$ cat config.mk
export PLATFORM = sky130hd
export DESIGN_NAME = dtm_timers
export DESIGN_NICKNAME = d
export VERILOG_FILES = /design/src/dtm_pkg.sv /design/src/dtm_timers.sv
export VERILOG_INCLUDE_DIRS = /design/src
export SDC_FILE = /design/constraint.sdc
export NUM_CORES = 1
export LEC_CHECK = 0
export ABC_AREA = 1
export BUFFER_PORTS_ARGS = -buffer_cell sky130_fd_sc_hd__buf_2
export CAP_MARGIN = 20
export CELL_PAD_IN_SITES_DETAIL_PLACEMENT = 1
export CELL_PAD_IN_SITES_GLOBAL_PLACEMENT = 1
export CORE_ASPECT_RATIO = 1.2
export CORE_MARGIN = 4
export CORE_UTILIZATION = 40
export DETAILED_ROUTE_END_ITERATION = 10
export HOLD_SLACK_MARGIN = 0.05
export PLACE_DENSITY = 0.84
export SETUP_SLACK_MARGIN = 0.5
export SLEW_MARGIN = 20
export SYNTH_ARGS = -nofsm -noshare
export SYNTH_HDL_FRONTEND = slang
export SYNTH_SLANG_ARGS = --single-unit
export TNS_END_PERCENT = 100
$ cat constraint.sdc
create_clock -name pclk -period 2.1 [get_ports pclk]
set_input_delay 0.42 -clock pclk [delete_from_list [all_inputs] [get_ports pclk]]
set_output_delay 0.42 -clock pclk [all_outputs]
set_load 0.01 [all_outputs]
$ cat src/dtm_regs.svh
`ifndef DTM_REGS_SVH
`define DTM_REGS_SVH
// Register indices; the byte address is four times the index.
`define DTM_IDX_TIMER_CONTROL_REGISTER  10'h088
`define DTM_IDX_TIMER_MODE_REGISTER  10'h089
`define DTM_IDX_TL0   10'h08A
`define DTM_IDX_TL1   10'h08B
`define DTM_IDX_TH0   10'h08C
`define DTM_IDX_TH1   10'h08D
`define DTM_IDX_TIMER2_CONTROL 10'h0C8
`define DTM_IDX_TIMER2_MODE_CONTROL 10'h0C9
`define DTM_IDX_T2RLD 10'h0CA
`define DTM_IDX_T2CNT 10'h0CC
// Mode register fields.
`define DTM_T0_MODE   0
`define DTM_T0_FN     2
`define DTM_T0_GATE   3
`define DTM_T1_MODE   4
`define DTM_T1_FN     6
`define DTM_T1_GATE   7
// Timer 2 control and mode control fields.
`define DTM_T2_TF     7
`define DTM_T2_EXF    6
`define DTM_T2_RCLK   5
`define DTM_T2_UART_TRANSMIT_CLOCK_SELECT   4
`define DTM_T2_EXEN   3
`define DTM_T2_RUN    2
`define DTM_T2_FN     1
`define DTM_T2_CPRL   0
`define DTM_T2_OE     1
`define DTM_T2_DOWN_COUNT_ENABLE   0
// Synchronised pin positions.
`define DTM_P_T0      0
`define DTM_P_T1      1
`define DTM_P_INT0    2
`define DTM_P_INT1    3
`define DTM_P_T2      4
`define DTM_P_TIMER2_TRIGGER_PIN    5
`define DTM_RESET_BYTE 8'h00
`define DTM_MC_DIV    6
`endif

$ cat src/dtm_pkg.sv
package dtm_pkg;
  typedef enum logic [4:0] {
    T2_OFF  = 5'h01,
    T2_ARL  = 5'h02,
    T2_CAP  = 5'h04,
    T2_CLK  = 5'h08,
    T2_BAUD = 5'h10
  } dtm_t2mode_type;
endpackage

$ cat src/dtm_timers.sv
`timescale 1ns/1ns
`include "dtm_regs.svh"
// Function
// - Timer counts machine cycles, counter counts falling pins
// - Two-bit mode field and function bit per timer
// - Mode 0 is thirteen bits, upper low bits ignored
// - Rollover to zero sets the overflow flag
// - Count only when run and gate-or-pin allow
// - Setting run bit keeps the count
// - Gate bits at mode bits seven and three
// - Mode 1 uses full sixteen bits
// - Mode 2 reloads low byte from high
// - Timer 1 in mode 3 holds count
// - Timer 0 mode 3 low byte keeps own controls
// - Timer 0 high byte uses Timer 1 run, flag
// - Timer 1 run follows its mode 3, baud stays
// - Timer 2 mode chosen from run, clocks, bits
// - Timer 2 overflow flag blocked in baud, clock-out
// - Trigger falling edge sets external flag when enabled, except in clock-out mode or with Timer 2 stopped
// - Clock-select bits pick Timer 2 baud pulses
// - Trigger enable allows capture or reload
// - Timer 2 runs only with run bit
// - Timer 2 function picks tick or pin edges
// - Capture/reload bit ignored in baud mode
// - Output enable acts only in clock-out mode
// - Down-count enable allows up/down counting
// - Vector acknowledge or software clears Timer 0/1 overflow flags; Timer 2 flag cleared by software only
module dtm_timers #(
  parameter int MC_DIV = `DTM_MC_DIV
) (
  // Clock and reset
  input  wire logic        pclk,
  input  wire logic        presetn,
  // APB slave
  input  wire logic        psel,
  input  wire logic        penable,
  input  wire logic        pwrite,
  input  wire logic [11:0] paddr,
  input  wire logic [31:0] pwdata,
  output logic      [31:0] prdata,
  output logic             pready,
  output logic             pslverr,
  // External pins
  input  wire logic        t0_count_pin,
  input  wire logic        t1_count_pin,
  input  wire logic        external_interrupt_pin0_n,
  input  wire logic        external_interrupt_pin1_n,
  input  wire logic        t2_count_pin,
  input  wire logic        timer2_trigger_pin,
  output logic             t2_clock_out,
  output logic             t2_clock_out_en,
  // Processor side
  input  wire logic        t0_vector_ack,
  input  wire logic        t1_vector_ack,
  output logic             timer0_overflow_flag,
  output logic             timer1_overflow_flag,
  output logic             timer2_interrupt_request,
  output logic             uart_rx_baud_pulse,
  output logic             uart_tx_baud_pulse
);
  // The divider is sized from the machine-cycle length, so a long machine cycle still divides exactly.
  localparam int            TW     = (MC_DIV > 2) ? $clog2(MC_DIV) : 1;
  localparam logic [TW-1:0] DIV_M1 = TW'(MC_DIV - 1);

  typedef struct packed {
    logic [TW-1:0] tick_cnt;
    logic [5:0]  s1;
    logic [5:0]  s2;
    logic [5:0]  prev;
    logic [7:0]  timer_mode_register;
    logic        tf0;
    logic        tr0;
    logic        tf1;
    logic        tr1;
    logic [7:0]  tl0;
    logic [7:0]  th0;
    logic [7:0]  tl1;
    logic [7:0]  th1;
    logic [7:0]  timer2_control;
    logic [1:0]  timer2_mode_control;
    logic [15:0] t2cnt;
    logic [15:0] t2rld;
    logic        clk_out;
    logic        clk_oe;
    logic        irq2;
    logic        rxp;
    logic        txp;
    logic [31:0] prdata;
    logic        pready;
    logic        pslverr;
  } dtm_state_type;

  dtm_state_type q;
  dtm_state_type n;
  logic [5:0]  pins;
  logic [5:0]  fall;
  logic        tick;
  logic        wr;
  logic        inc0;
  logic        set0;
  logic        t0m3;
  logic [9:0]  idx;
  dtm_pkg::dtm_t2mode_type t2m;

  // Returns {overflow, high, low} after one count step.
  function automatic logic [16:0] dtm_step(input logic [1:0] mode, input logic [7:0] th, input logic [7:0] tl);
    logic [12:0] v;
    logic [15:0] w;
    v = {th, tl[4:0]} + 13'h0001;
    w = {th, tl} + 16'h0001;
    unique case (mode)
      2'h0:    dtm_step = {&{th, tl[4:0]}, v[12:5], tl[7:5], v[4:0]};
      2'h1:    dtm_step = {&{th, tl}, w};
      2'h2:    dtm_step = (&tl) ? {1'b1, th, th} : {1'b0, th, w[7:0]};
      2'h3:    dtm_step = {&tl, th, w[7:0]};
    endcase
  endfunction

  assign pins = {timer2_trigger_pin, t2_count_pin, external_interrupt_pin1_n,
                 external_interrupt_pin0_n, t1_count_pin, t0_count_pin};
  assign idx  = paddr[11:2];

  always_comb
  begin
    logic [1:0]  m0;
    logic [1:0]  m1;
    logic [16:0] r0;
    logic [16:0] r1;
    logic        hinc;
    logic        en1;
    logic        inc1;
    logic        t1ovf;
    logic        set1;
    logic        inc2;
    logic        dn;
    logic        ev;
    logic        trig;
    logic        setx;
    logic        setf2;
    logic        setup;
    logic        hit;
    logic [31:0] rd;
    {m0, m1, r0, r1, hinc, en1, inc1, t1ovf, set1, inc2, dn, ev, trig, setx, setf2, setup, hit, rd} = '0;
    n = q;
    tick = q.tick_cnt == DIV_M1;
    n.tick_cnt = tick ? '0 : q.tick_cnt + TW'(1);
    n.s1 = pins;
    n.s2 = q.s1;
    if (tick)
    begin
      n.prev = q.s2;
    end
    // Pins are sampled once per machine cycle; a high then low sample is an edge.
    fall = {6{tick}} & q.prev & ~q.s2;
    wr = psel & penable & q.pready & pwrite;
    m0 = q.timer_mode_register[`DTM_T0_MODE +: 2];
    m1 = q.timer_mode_register[`DTM_T1_MODE +: 2];
    t0m3 = m0 == 2'h3;
    // Run bits only gate counting; the count itself is never cleared here.
    inc0 = q.tr0 & (~q.timer_mode_register[`DTM_T0_GATE] | q.s2[`DTM_P_INT0])
         & (q.timer_mode_register[`DTM_T0_FN] ? fall[`DTM_P_T0] : tick);
    r0 = dtm_step(m0, q.th0, q.tl0);
    if (inc0)
    begin
      n.tl0 = r0[7:0];
      if (!t0m3)
      begin
        n.th0 = r0[15:8];
      end
    end
    hinc = t0m3 & q.tr1 & tick;
    if (hinc)
    begin
      n.th0 = q.th0 + 8'h01;
    end
    en1 = (t0m3 | q.tr1) & (m1 != 2'h3);
    inc1 = en1 & (~q.timer_mode_register[`DTM_T1_GATE] | q.s2[`DTM_P_INT1])
         & (q.timer_mode_register[`DTM_T1_FN] ? fall[`DTM_P_T1] : tick);
    r1 = dtm_step(m1, q.th1, q.tl1);
    if (inc1)
    begin
      n.th1 = r1[15:8];
      n.tl1 = r1[7:0];
    end
    t1ovf = inc1 & r1[16];
    set0 = inc0 & r0[16];
    set1 = (hinc & (&q.th0)) | (t1ovf & ~t0m3);
    n.tf0 = q.tf0 & ~t0_vector_ack;
    n.tf1 = q.tf1 & ~t1_vector_ack;
    if (!q.timer2_control[`DTM_T2_RUN])
      t2m = dtm_pkg::T2_OFF;
    else if (q.timer2_control[`DTM_T2_RCLK] | q.timer2_control[`DTM_T2_UART_TRANSMIT_CLOCK_SELECT])
      t2m = dtm_pkg::T2_BAUD;
    else if (q.timer2_control[`DTM_T2_CPRL])
      t2m = dtm_pkg::T2_CAP;
    else if (q.timer2_mode_control[`DTM_T2_OE])
      t2m = dtm_pkg::T2_CLK;
    else
      t2m = dtm_pkg::T2_ARL;
    inc2 = q.timer2_control[`DTM_T2_RUN]
         & (q.timer2_control[`DTM_T2_FN] ? fall[`DTM_P_T2] : tick);
    dn = q.timer2_mode_control[`DTM_T2_DOWN_COUNT_ENABLE] & (t2m == dtm_pkg::T2_ARL) & ~q.s2[`DTM_P_TIMER2_TRIGGER_PIN];
    ev = 1'b0;
    if (inc2)
    begin
      if (dn)
      begin
        ev = q.t2cnt == q.t2rld;
        n.t2cnt = ev ? 16'hFFFF : q.t2cnt - 16'h0001;
      end
      else
      begin
        ev = &q.t2cnt;
        n.t2cnt = !ev ? q.t2cnt + 16'h0001 : (t2m == dtm_pkg::T2_CAP) ? 16'h0000 : q.t2rld;
      end
    end
    // While the serial port is clocked the trigger only raises the flag.
    trig = fall[`DTM_P_TIMER2_TRIGGER_PIN] & q.timer2_control[`DTM_T2_EXEN];
    if (trig && t2m == dtm_pkg::T2_CAP)
    begin
      n.t2rld = q.t2cnt;
    end
    if (trig && t2m == dtm_pkg::T2_ARL)
    begin
      n.t2cnt = q.t2rld;
    end
    setx = trig & (t2m inside {dtm_pkg::T2_CAP, dtm_pkg::T2_ARL, dtm_pkg::T2_BAUD});
    setf2 = ev & (t2m inside {dtm_pkg::T2_CAP, dtm_pkg::T2_ARL});
    if (ev && t2m == dtm_pkg::T2_CLK)
    begin
      n.clk_out = ~q.clk_out;
    end
    n.clk_oe = t2m == dtm_pkg::T2_CLK;
    n.rxp = q.timer2_control[`DTM_T2_RCLK] ? ev : t1ovf;
    n.txp = q.timer2_control[`DTM_T2_UART_TRANSMIT_CLOCK_SELECT] ? ev : t1ovf;
    if (wr)
    begin
      case (idx)
        `DTM_IDX_TIMER_CONTROL_REGISTER:  {n.tf1, n.tr1, n.tf0, n.tr0} = pwdata[7:4];
        `DTM_IDX_TIMER_MODE_REGISTER:  n.timer_mode_register = pwdata[7:0];
        `DTM_IDX_TL0:   n.tl0 = pwdata[7:0];
        `DTM_IDX_TL1:   n.tl1 = pwdata[7:0];
        `DTM_IDX_TH0:   n.th0 = pwdata[7:0];
        `DTM_IDX_TH1:   n.th1 = pwdata[7:0];
        `DTM_IDX_TIMER2_CONTROL: n.timer2_control = pwdata[7:0];
        `DTM_IDX_TIMER2_MODE_CONTROL: n.timer2_mode_control = pwdata[1:0];
        `DTM_IDX_T2RLD: n.t2rld = pwdata[15:0];
        `DTM_IDX_T2CNT: n.t2cnt = pwdata[15:0];
        default:        n.pslverr = 1'b0;
      endcase
    end
    // A hardware set in the same cycle as a clear always survives.
    n.tf0 = n.tf0 | set0;
    n.tf1 = n.tf1 | set1;
    n.timer2_control[`DTM_T2_TF] = n.timer2_control[`DTM_T2_TF] | setf2;
    n.timer2_control[`DTM_T2_EXF] = n.timer2_control[`DTM_T2_EXF] | setx;
    n.irq2 = n.timer2_control[`DTM_T2_TF] | n.timer2_control[`DTM_T2_EXF];
    hit = 1'b1;
    rd = 32'h0000_0000;
    case (idx)
      `DTM_IDX_TIMER_CONTROL_REGISTER:  rd[7:0] = {q.tf1, q.tr1, q.tf0, q.tr0, 4'h0};
      `DTM_IDX_TIMER_MODE_REGISTER:  rd[7:0] = q.timer_mode_register;
      `DTM_IDX_TL0:   rd[7:0] = q.tl0;
      `DTM_IDX_TL1:   rd[7:0] = q.tl1;
      `DTM_IDX_TH0:   rd[7:0] = q.th0;
      `DTM_IDX_TH1:   rd[7:0] = q.th1;
      `DTM_IDX_TIMER2_CONTROL: rd[7:0] = q.timer2_control;
      `DTM_IDX_TIMER2_MODE_CONTROL: rd[1:0] = q.timer2_mode_control;
      `DTM_IDX_T2RLD: rd[15:0] = q.t2rld;
      `DTM_IDX_T2CNT: rd[15:0] = q.t2cnt;
      default:        hit = 1'b0;
    endcase
    setup = psel & ~penable;
    n.pready = setup;
    n.pslverr = setup & ~hit;
    if (setup)
    begin
      n.prdata = rd;
    end
  end

  always_ff @(posedge pclk or negedge presetn)
  begin
    if (!presetn)
      q <= '0;
    else
      q <= n;
  end

  assign prdata                   = q.prdata;
  assign pready                   = q.pready;
  assign pslverr                  = q.pslverr;
  assign t2_clock_out             = q.clk_out;
  assign t2_clock_out_en          = q.clk_oe;
  assign timer0_overflow_flag     = q.tf0;
  assign timer1_overflow_flag     = q.tf1;
  assign timer2_interrupt_request = q.irq2;
  assign uart_rx_baud_pulse       = q.rxp;
  assign uart_tx_baud_pulse       = q.txp;
endmodule // dtm_timers

; ---- Word-level counts from Yosys, hierarchy flattened
; Cells that the tools add are included.
[word_totals]
register_bits = 130
latch_bits = 0
ram_bits = 0
romBits = 0
inputBits = 57
out_inout_bits = 41
elab_cells = 164
mem_count = 0
[classes]
addsub = 8
multipliers = 0
n_div = 0
magnitude_cmp = 0
eq_ne = 23
shifts = 0
n_mux = 41
bitwise_logic = 46
reduce_logical = 20
[op_table]
columns = cell, count
row1 = 16-bit two-way mux, 11
row2 = 17-bit one-hot mux with 4 select lines, 2
row3 = 10-bit by 8-bit == test with 1-bit output (second input constant), 10
row4 = 78-bit two-way mux, 1
row5 = 8-bit two-way mux, 7
row6 = 6-bit one-hot mux with 9 select lines, 1
row7 = 16-bit by 1-bit adder with 16-bit output (second input constant), 3
row8 = 16-bit AND reduction, 3
row9 = 17-bit two-way mux, 2
row10 = 13-bit by 1-bit adder with 13-bit output (second input constant), 2
row11 = 13-bit AND reduction, 2
row12 = 1-bit bitwise AND, 24
row13 = 8-bit AND reduction, 3
row14 = 2-bit one-hot mux with 9 select lines, 1
row15 = 16-bit == test, 1
row16 = 8-bit one-hot mux with 2 select lines, 1
row17 = 16-bit by 1-bit subtractor with 16-bit output (second input constant), 1
row18 = 6-bit bitwise AND, 2
row19 = 4-bit two-way mux, 3
row20 = 5-bit two-way mux, 2
row21 = 1-bit bitwise OR, 10
row22 = 10-bit OR reduction, 1
row23 = 1-bit inverter, 9
row24 = 8-bit by 1-bit adder with 8-bit output (second input constant), 1
row25 = 18 further kinds, 35

; ---- Logic depth before layout (Yosys ltp)
[depth]
depth_word = 14
ltp_mapped = 14
mapped_depth_nobuf = 13

; ---- Least setup slack after synthesis
; No wires, ideal clock.
[synth_path]
path_type = register to register
startpoint = register q[105] in the netlist's numbering
endpoint = register q[106] in the netlist's numbering
setup_time_ns = 0.131
arrival_time_ns = 1.595
required_time_ns = 1.969
slack_ns = 0.374
stages_incl_launch_ff = 12
path_buffers = 0
period_less_slack_ns = 1.726
cell_sequence = dfrtp_1 ha_1 nand3_1 inv_1 nand2_1 inv_1 nand2_1 inv_1 nand2_1 a21oi_1 a211oi_1 a21oi_1
[synth_rtl]
columns = element, line
row1 = from (decl), dtm_timers.sv:93  ; dtm_state_type q;
row2 = from (signal assigned), dtm_timers.sv:287  ; q <= n;

==> reports/results.env <==
RUN_STATUS='finished with violations'
FAILED_CHECKS='negative setup slack'
SYNTH.YOSYS.SEQ_AREA_SHARE=0.3441
ANT_NETS=0
FLOORPLAN.CORE_AREA_MM2=0.02267
TIMING.FINAL.CRIT_SHARE=1.062
SYNTHADDERAREAFRAC=0.009409
CRITICAL_PATH_ENDPOINT_CATEGORY='register'
SYNTH_TOP_FAMILY_BY_AREA='simple AND/OR/NAND/NOR gates'
WORST_HOLD_PATH_TYPE='in2reg'
GRT_USE_TOTAL=0.3340
NUM_IO_PINS=98
CP_MAX_FO=8
MAX-SLEW-MARGIN-REL=0.5691
DR.FIRST_ITER.DRC_COUNT=1592
CTS-ROOT-TO-SINK-BUFFERS=2
YOSYS.AREA_SHARE.SIMPLE=0.3383
CLOCK_TRANSITION_AT_PATH_REGS_PS=70
GP_ROUTABILITY_CONGESTION=0.9306
MAXCAPVIOLCOUNT=0
GRT_PASS1_VIAS=12150
SYNTH-EDFF-COUNT=0
DETAILROUTE.VIA_COUNT=12530
FINAL_CRITICAL_PATH_SETUP_SLACK_PS=-131.0
POWER_DENSITY_mW_PER_MM2=484.4
NUMBER_OF_CELLS_IN_THE_DESIGN_AFTER_PLACEMENT=1757
ROUTED_WIRELENGTH_UM=55860
FINAL_COMMON_CELL='sky130_fd_sc_hd__nand2_1'
POST-SYNTH-TOP-AREA-CELL='sky130_fd_sc_hd__dfrtp_1'
DIEHEIGHT_UM=175.1
CRIT_REQUIRED_PS=2460
FLOW.AREA_GROWTH_FROM_SYNTHESIS_PCT=43.75
MAX_CLOCK_FREQ_MHz=448.2
HOLD_SLACK_PS=70.36
DRIVE_GT1_FRAC=0.3994
NUMBER_OF_ANTENNA_VIOLATIONS_AT_THE_FIRST_CHECK_IN_GLOBAL_ROUTING=0
GRT_MAX_DEGREE=49
NUM-FILL-CELLS=2801
SYNTH.TOP_CELLS.BY_AREA='sky130_fd_sc_hd__dfrtp_1 (34%), sky130_fd_sc_hd__nand2_1 (15%), sky130_fd_sc_hd__inv_1 (6.4%)'
BUFFER_PORTS.INSERTED=63
VDD_IR_DROP_MAX_mV=0.6040
DRT_FIRST_PASS_ITERS=5
GRT_PASS1_WL_UM=67710
SYNTH-COMPOUND-AREA-SHARE=0.1515
STARTPOINT_KIND_OF_THE_WORST_SETUP_TIMING_PATH='register'
VIAS_PER_CELL=6.523
TRITONCTS='yes'
TOTAL_NON_FILLER_CELL_AREA_IN_THE_FINISHED_LAYOUT_MM2=0.01338
REG2REG_DEPTH=13
MIN_PERIOD_PS=2231
AVGROUTEDWIREPERCELL_UM=29.08
DIE_AREA_MM2=0.02579
PLACED_AREA_MM2=0.01019
P_LEAK_nW=6.542
PROPORTION_OF_SYNTHESIZED_FLIP_FLOPS_HAVING_ASYNCHRONOUS_SET_OR_RESET=1.000
AVGSYNTHCELLAREA_UM2=6.765
CTS-BUFFERS-INSERTED=17
SYNTH.FF_LATCH_COUNT=128
NNETSFINAL=1661
DETAIL_ROUTE.DRC_VIOLATIONS=0
HTREE_LEVELS=4
YS_DOMINANT_REG_CELL='sky130_fd_sc_hd__dfrtp_1'
YOSYSWARNINGCOUNT=0
SYNTH_TOP_AREA_SHARE=0.3441
FINAL_CELL_MIX='sky130_fd_sc_hd__nand2_1 (301), sky130_fd_sc_hd__buf_4 (134), sky130_fd_sc_hd__inv_1 (131)'
INITIAL_CORE_UTIL=0.4106
MAX_SLEW.WORST_PIN.SLEW_PS=644.0
SETUP_CRIT_PATH_KIND='reg2reg'
PLACEMENT_ROWS=60
REPORT.POWER.TOTAL_mW=6.482
SYNTH.MUX.AREA_FRACTION=0.001075
CLK-INSERTION-DELAY-LATE_PS=450
STDCELL_COUNT=1921
CTS_ROOT_BUFFER='sky130_fd_sc_hd__clkbuf_16'
GRT_OVERFLOW_TOTAL=0
GRT_SETUP_UNREPAIRED='true'
CLKSINKCOUNT=128
NETLIST_AREA_MM2=0.009309
DP_HPWL_UM=26580
SYNTHDISTINCTLIBCELLS=52
MAX_CLOCK_SKEW_PS=13.63
SYN_INST=1376
REPORT.FINAL.SETUP_VIOL=15
SYNTH_XOR_AREA_FRAC=0.02258
FINAL-MAX-SLEW-VIOLATION-COUNT=0
HOLD_DEPTH=1
HOLD_VIOL_FINAL=0
CHIPWIDTH_UM=147.3
CRIT_ARRIVAL_PS=2590
[where the power goes]
| group | leakage, nW | switching (mW) | internal [mW] |
|---|---|---|---|
| Combinational | 4.79 | 0.386 | 0.164 |
| Clock | 0.297 | 1.37 | 2.03 |
| Sequential | 1.45 | 0.0284 | 2.51 |
[final timing paths]
path	slack, ps	to	start
max	-130	q[61]$_DFF_PN0_	q[47]$_DFF_PN0_
min	70	n[133]$_DFF_PN0_	external_interrupt_pin0_n
max reg2reg	-130	q[61]$_DFF_PN0_	q[47]$_DFF_PN0_
min reg2reg	360	q[132]$_DFF_PN0_	n[132]$_DFF_PN0_
max in group asynchronous	920	q[67]$_DFF_PN0_	presetn
min in group asynchronous	490	q[143]$_DFF_PN0_	presetn
[registers in the layout, summed over array words and instances (netlist names)]
signal	count
q	97
prdata	16
n	6
pready	1
pslverr	1
t2_clock_out	1
t2_clock_out_en	1
timer0_overflow_flag	1
timer1_overflow_flag	1
timer2_interrupt_request	1
uart_rx_baud_pulse	1
uart_tx_baud_pulse	1
[cells by family (layout without fill, tap and decap cells)]
logic type,Yosys count,count (layout)
compound gates,250,250
xor+xnor,24,24
fa+ha+maj,7,7
buf+inv,256,469
flops,128,128
mux,1,1
other cells,1,17
simple gates,709,715
[per-layer routing]
metal	track usage	vias up	wire [µm]
met4	0.2580	0	6443
met5	0	-	0
met1	0.3485	5964	18110
met3	0.07652	545	5531
met2	0.5786	1117	25780
li1	-	4905	-
[cells in the mapped netlist (2+ instances only)]
library cell,instances
sky130_fd_sc_hd__or2_1,2
sky130_fd_sc_hd__inv_2,21
sky130_fd_sc_hd__nand3_1,118
sky130_fd_sc_hd__nand2_1,371
sky130_fd_sc_hd__inv_1,159
sky130_fd_sc_hd__nand4_2,3
sky130_fd_sc_hd__o21ai_0,106
sky130_fd_sc_hd__nor3_1,9
sky130_fd_sc_hd__and2_1,3
sky130_fd_sc_hd__dfrtp_1,128
sky130_fd_sc_hd__buf_4,45
sky130_fd_sc_hd__a21oi_2,6
sky130_fd_sc_hd__nand3_2,3
sky130_fd_sc_hd__a2bb2oi_1,2
sky130_fd_sc_hd__nand4_4,2
sky130_fd_sc_hd__o221ai_1,8
sky130_fd_sc_hd__buf_2,8
sky130_fd_sc_hd__o21ai_1,13
sky130_fd_sc_hd__o211ai_1,8
sky130_fd_sc_hd__nand4_1,19
sky130_fd_sc_hd__a21oi_1,53
sky130_fd_sc_hd__buf_6,7
sky130_fd_sc_hd__nand3b_1,3
sky130_fd_sc_hd__xnor2_1,3
sky130_fd_sc_hd__a22oi_1,3
sky130_fd_sc_hd__nand2_2,4
sky130_fd_sc_hd__clkbuf_1,7
sky130_fd_sc_hd__nor3_2,3
sky130_fd_sc_hd__clkbuf_8,4
sky130_fd_sc_hd__xor2_1,21
sky130_fd_sc_hd__nor2_4,7
sky130_fd_sc_hd__a31oi_1,13
sky130_fd_sc_hd__nand2_4,3
sky130_fd_sc_hd__nor2_2,9
sky130_fd_sc_hd__ha_1,7
sky130_fd_sc_hd__nor2_1,144
sky130_fd_sc_hd__o22ai_1,34
sky130_fd_sc_hd__clkinv_1,3
[area by class of cell]
cell class / count / area [µm²] / share of cell area
clock inverter: 12 / 182.7 / 0.01365
clock buffer: 20 / 446.7 / 0.03338
tap: 310 / 387.9 / 0.02899
inverter: 184 / 749.5 / 0.05601
timing repair buffer: 253 / 2098 / 0.1568
multi-input combinational: 1013 / 6279 / 0.4692
sequential: 128 / 3236 / 0.2418
antenna: 1 / 2.502 / 0.0001870
[critical path: stages, from the launching register on]
cell and delay, ps:
sky130_fd_sc_hd__dfrtp_1 420, sky130_fd_sc_hd__inv_1 110, sky130_fd_sc_hd__nand2_1 130, sky130_fd_sc_hd__nand2_1 130, sky130_fd_sc_hd__nor2_1 210, sky130_fd_sc_hd__nand2_2 140
sky130_fd_sc_hd__nor2_4 160, sky130_fd_sc_hd__buf_6 170, sky130_fd_sc_hd__nand2_8 110, sky130_fd_sc_hd__nand3_1 100, sky130_fd_sc_hd__nand3_1 80, sky130_fd_sc_hd__nand2_1 100
sky130_fd_sc_hd__nand2_1 80, sky130_fd_sc_hd__a21oi_1 180
[stage by stage]
| stage | setup WS [ps] | utilization | TNS (ps) |
|---|---|---|---|
| after detailed placement | -37.85 | 0.4493 | -37.85 |
| after global routing | -263.6 | 0.5901 | -3492 |
| final | -131.0 | 0.5902 | -717.4 |
| after floorplan | 465.7 | - | 0 |
| after global placement | 81.09 | 0.4493 | 0 |
| after CTS | 262.6 | 0.5253 | 0 |
[timing repair]
item	4_1_cts	5_1_grt
pin swaps	57	97
hold buffers	1	0
gates cloned	5	3
resized for setup	185	284
buffers inserted	64	58
endpoints found under the hold margin	46	0
setup endpoints to repair	76	83
Note: power is estimated with default switching activity, not from simulation.
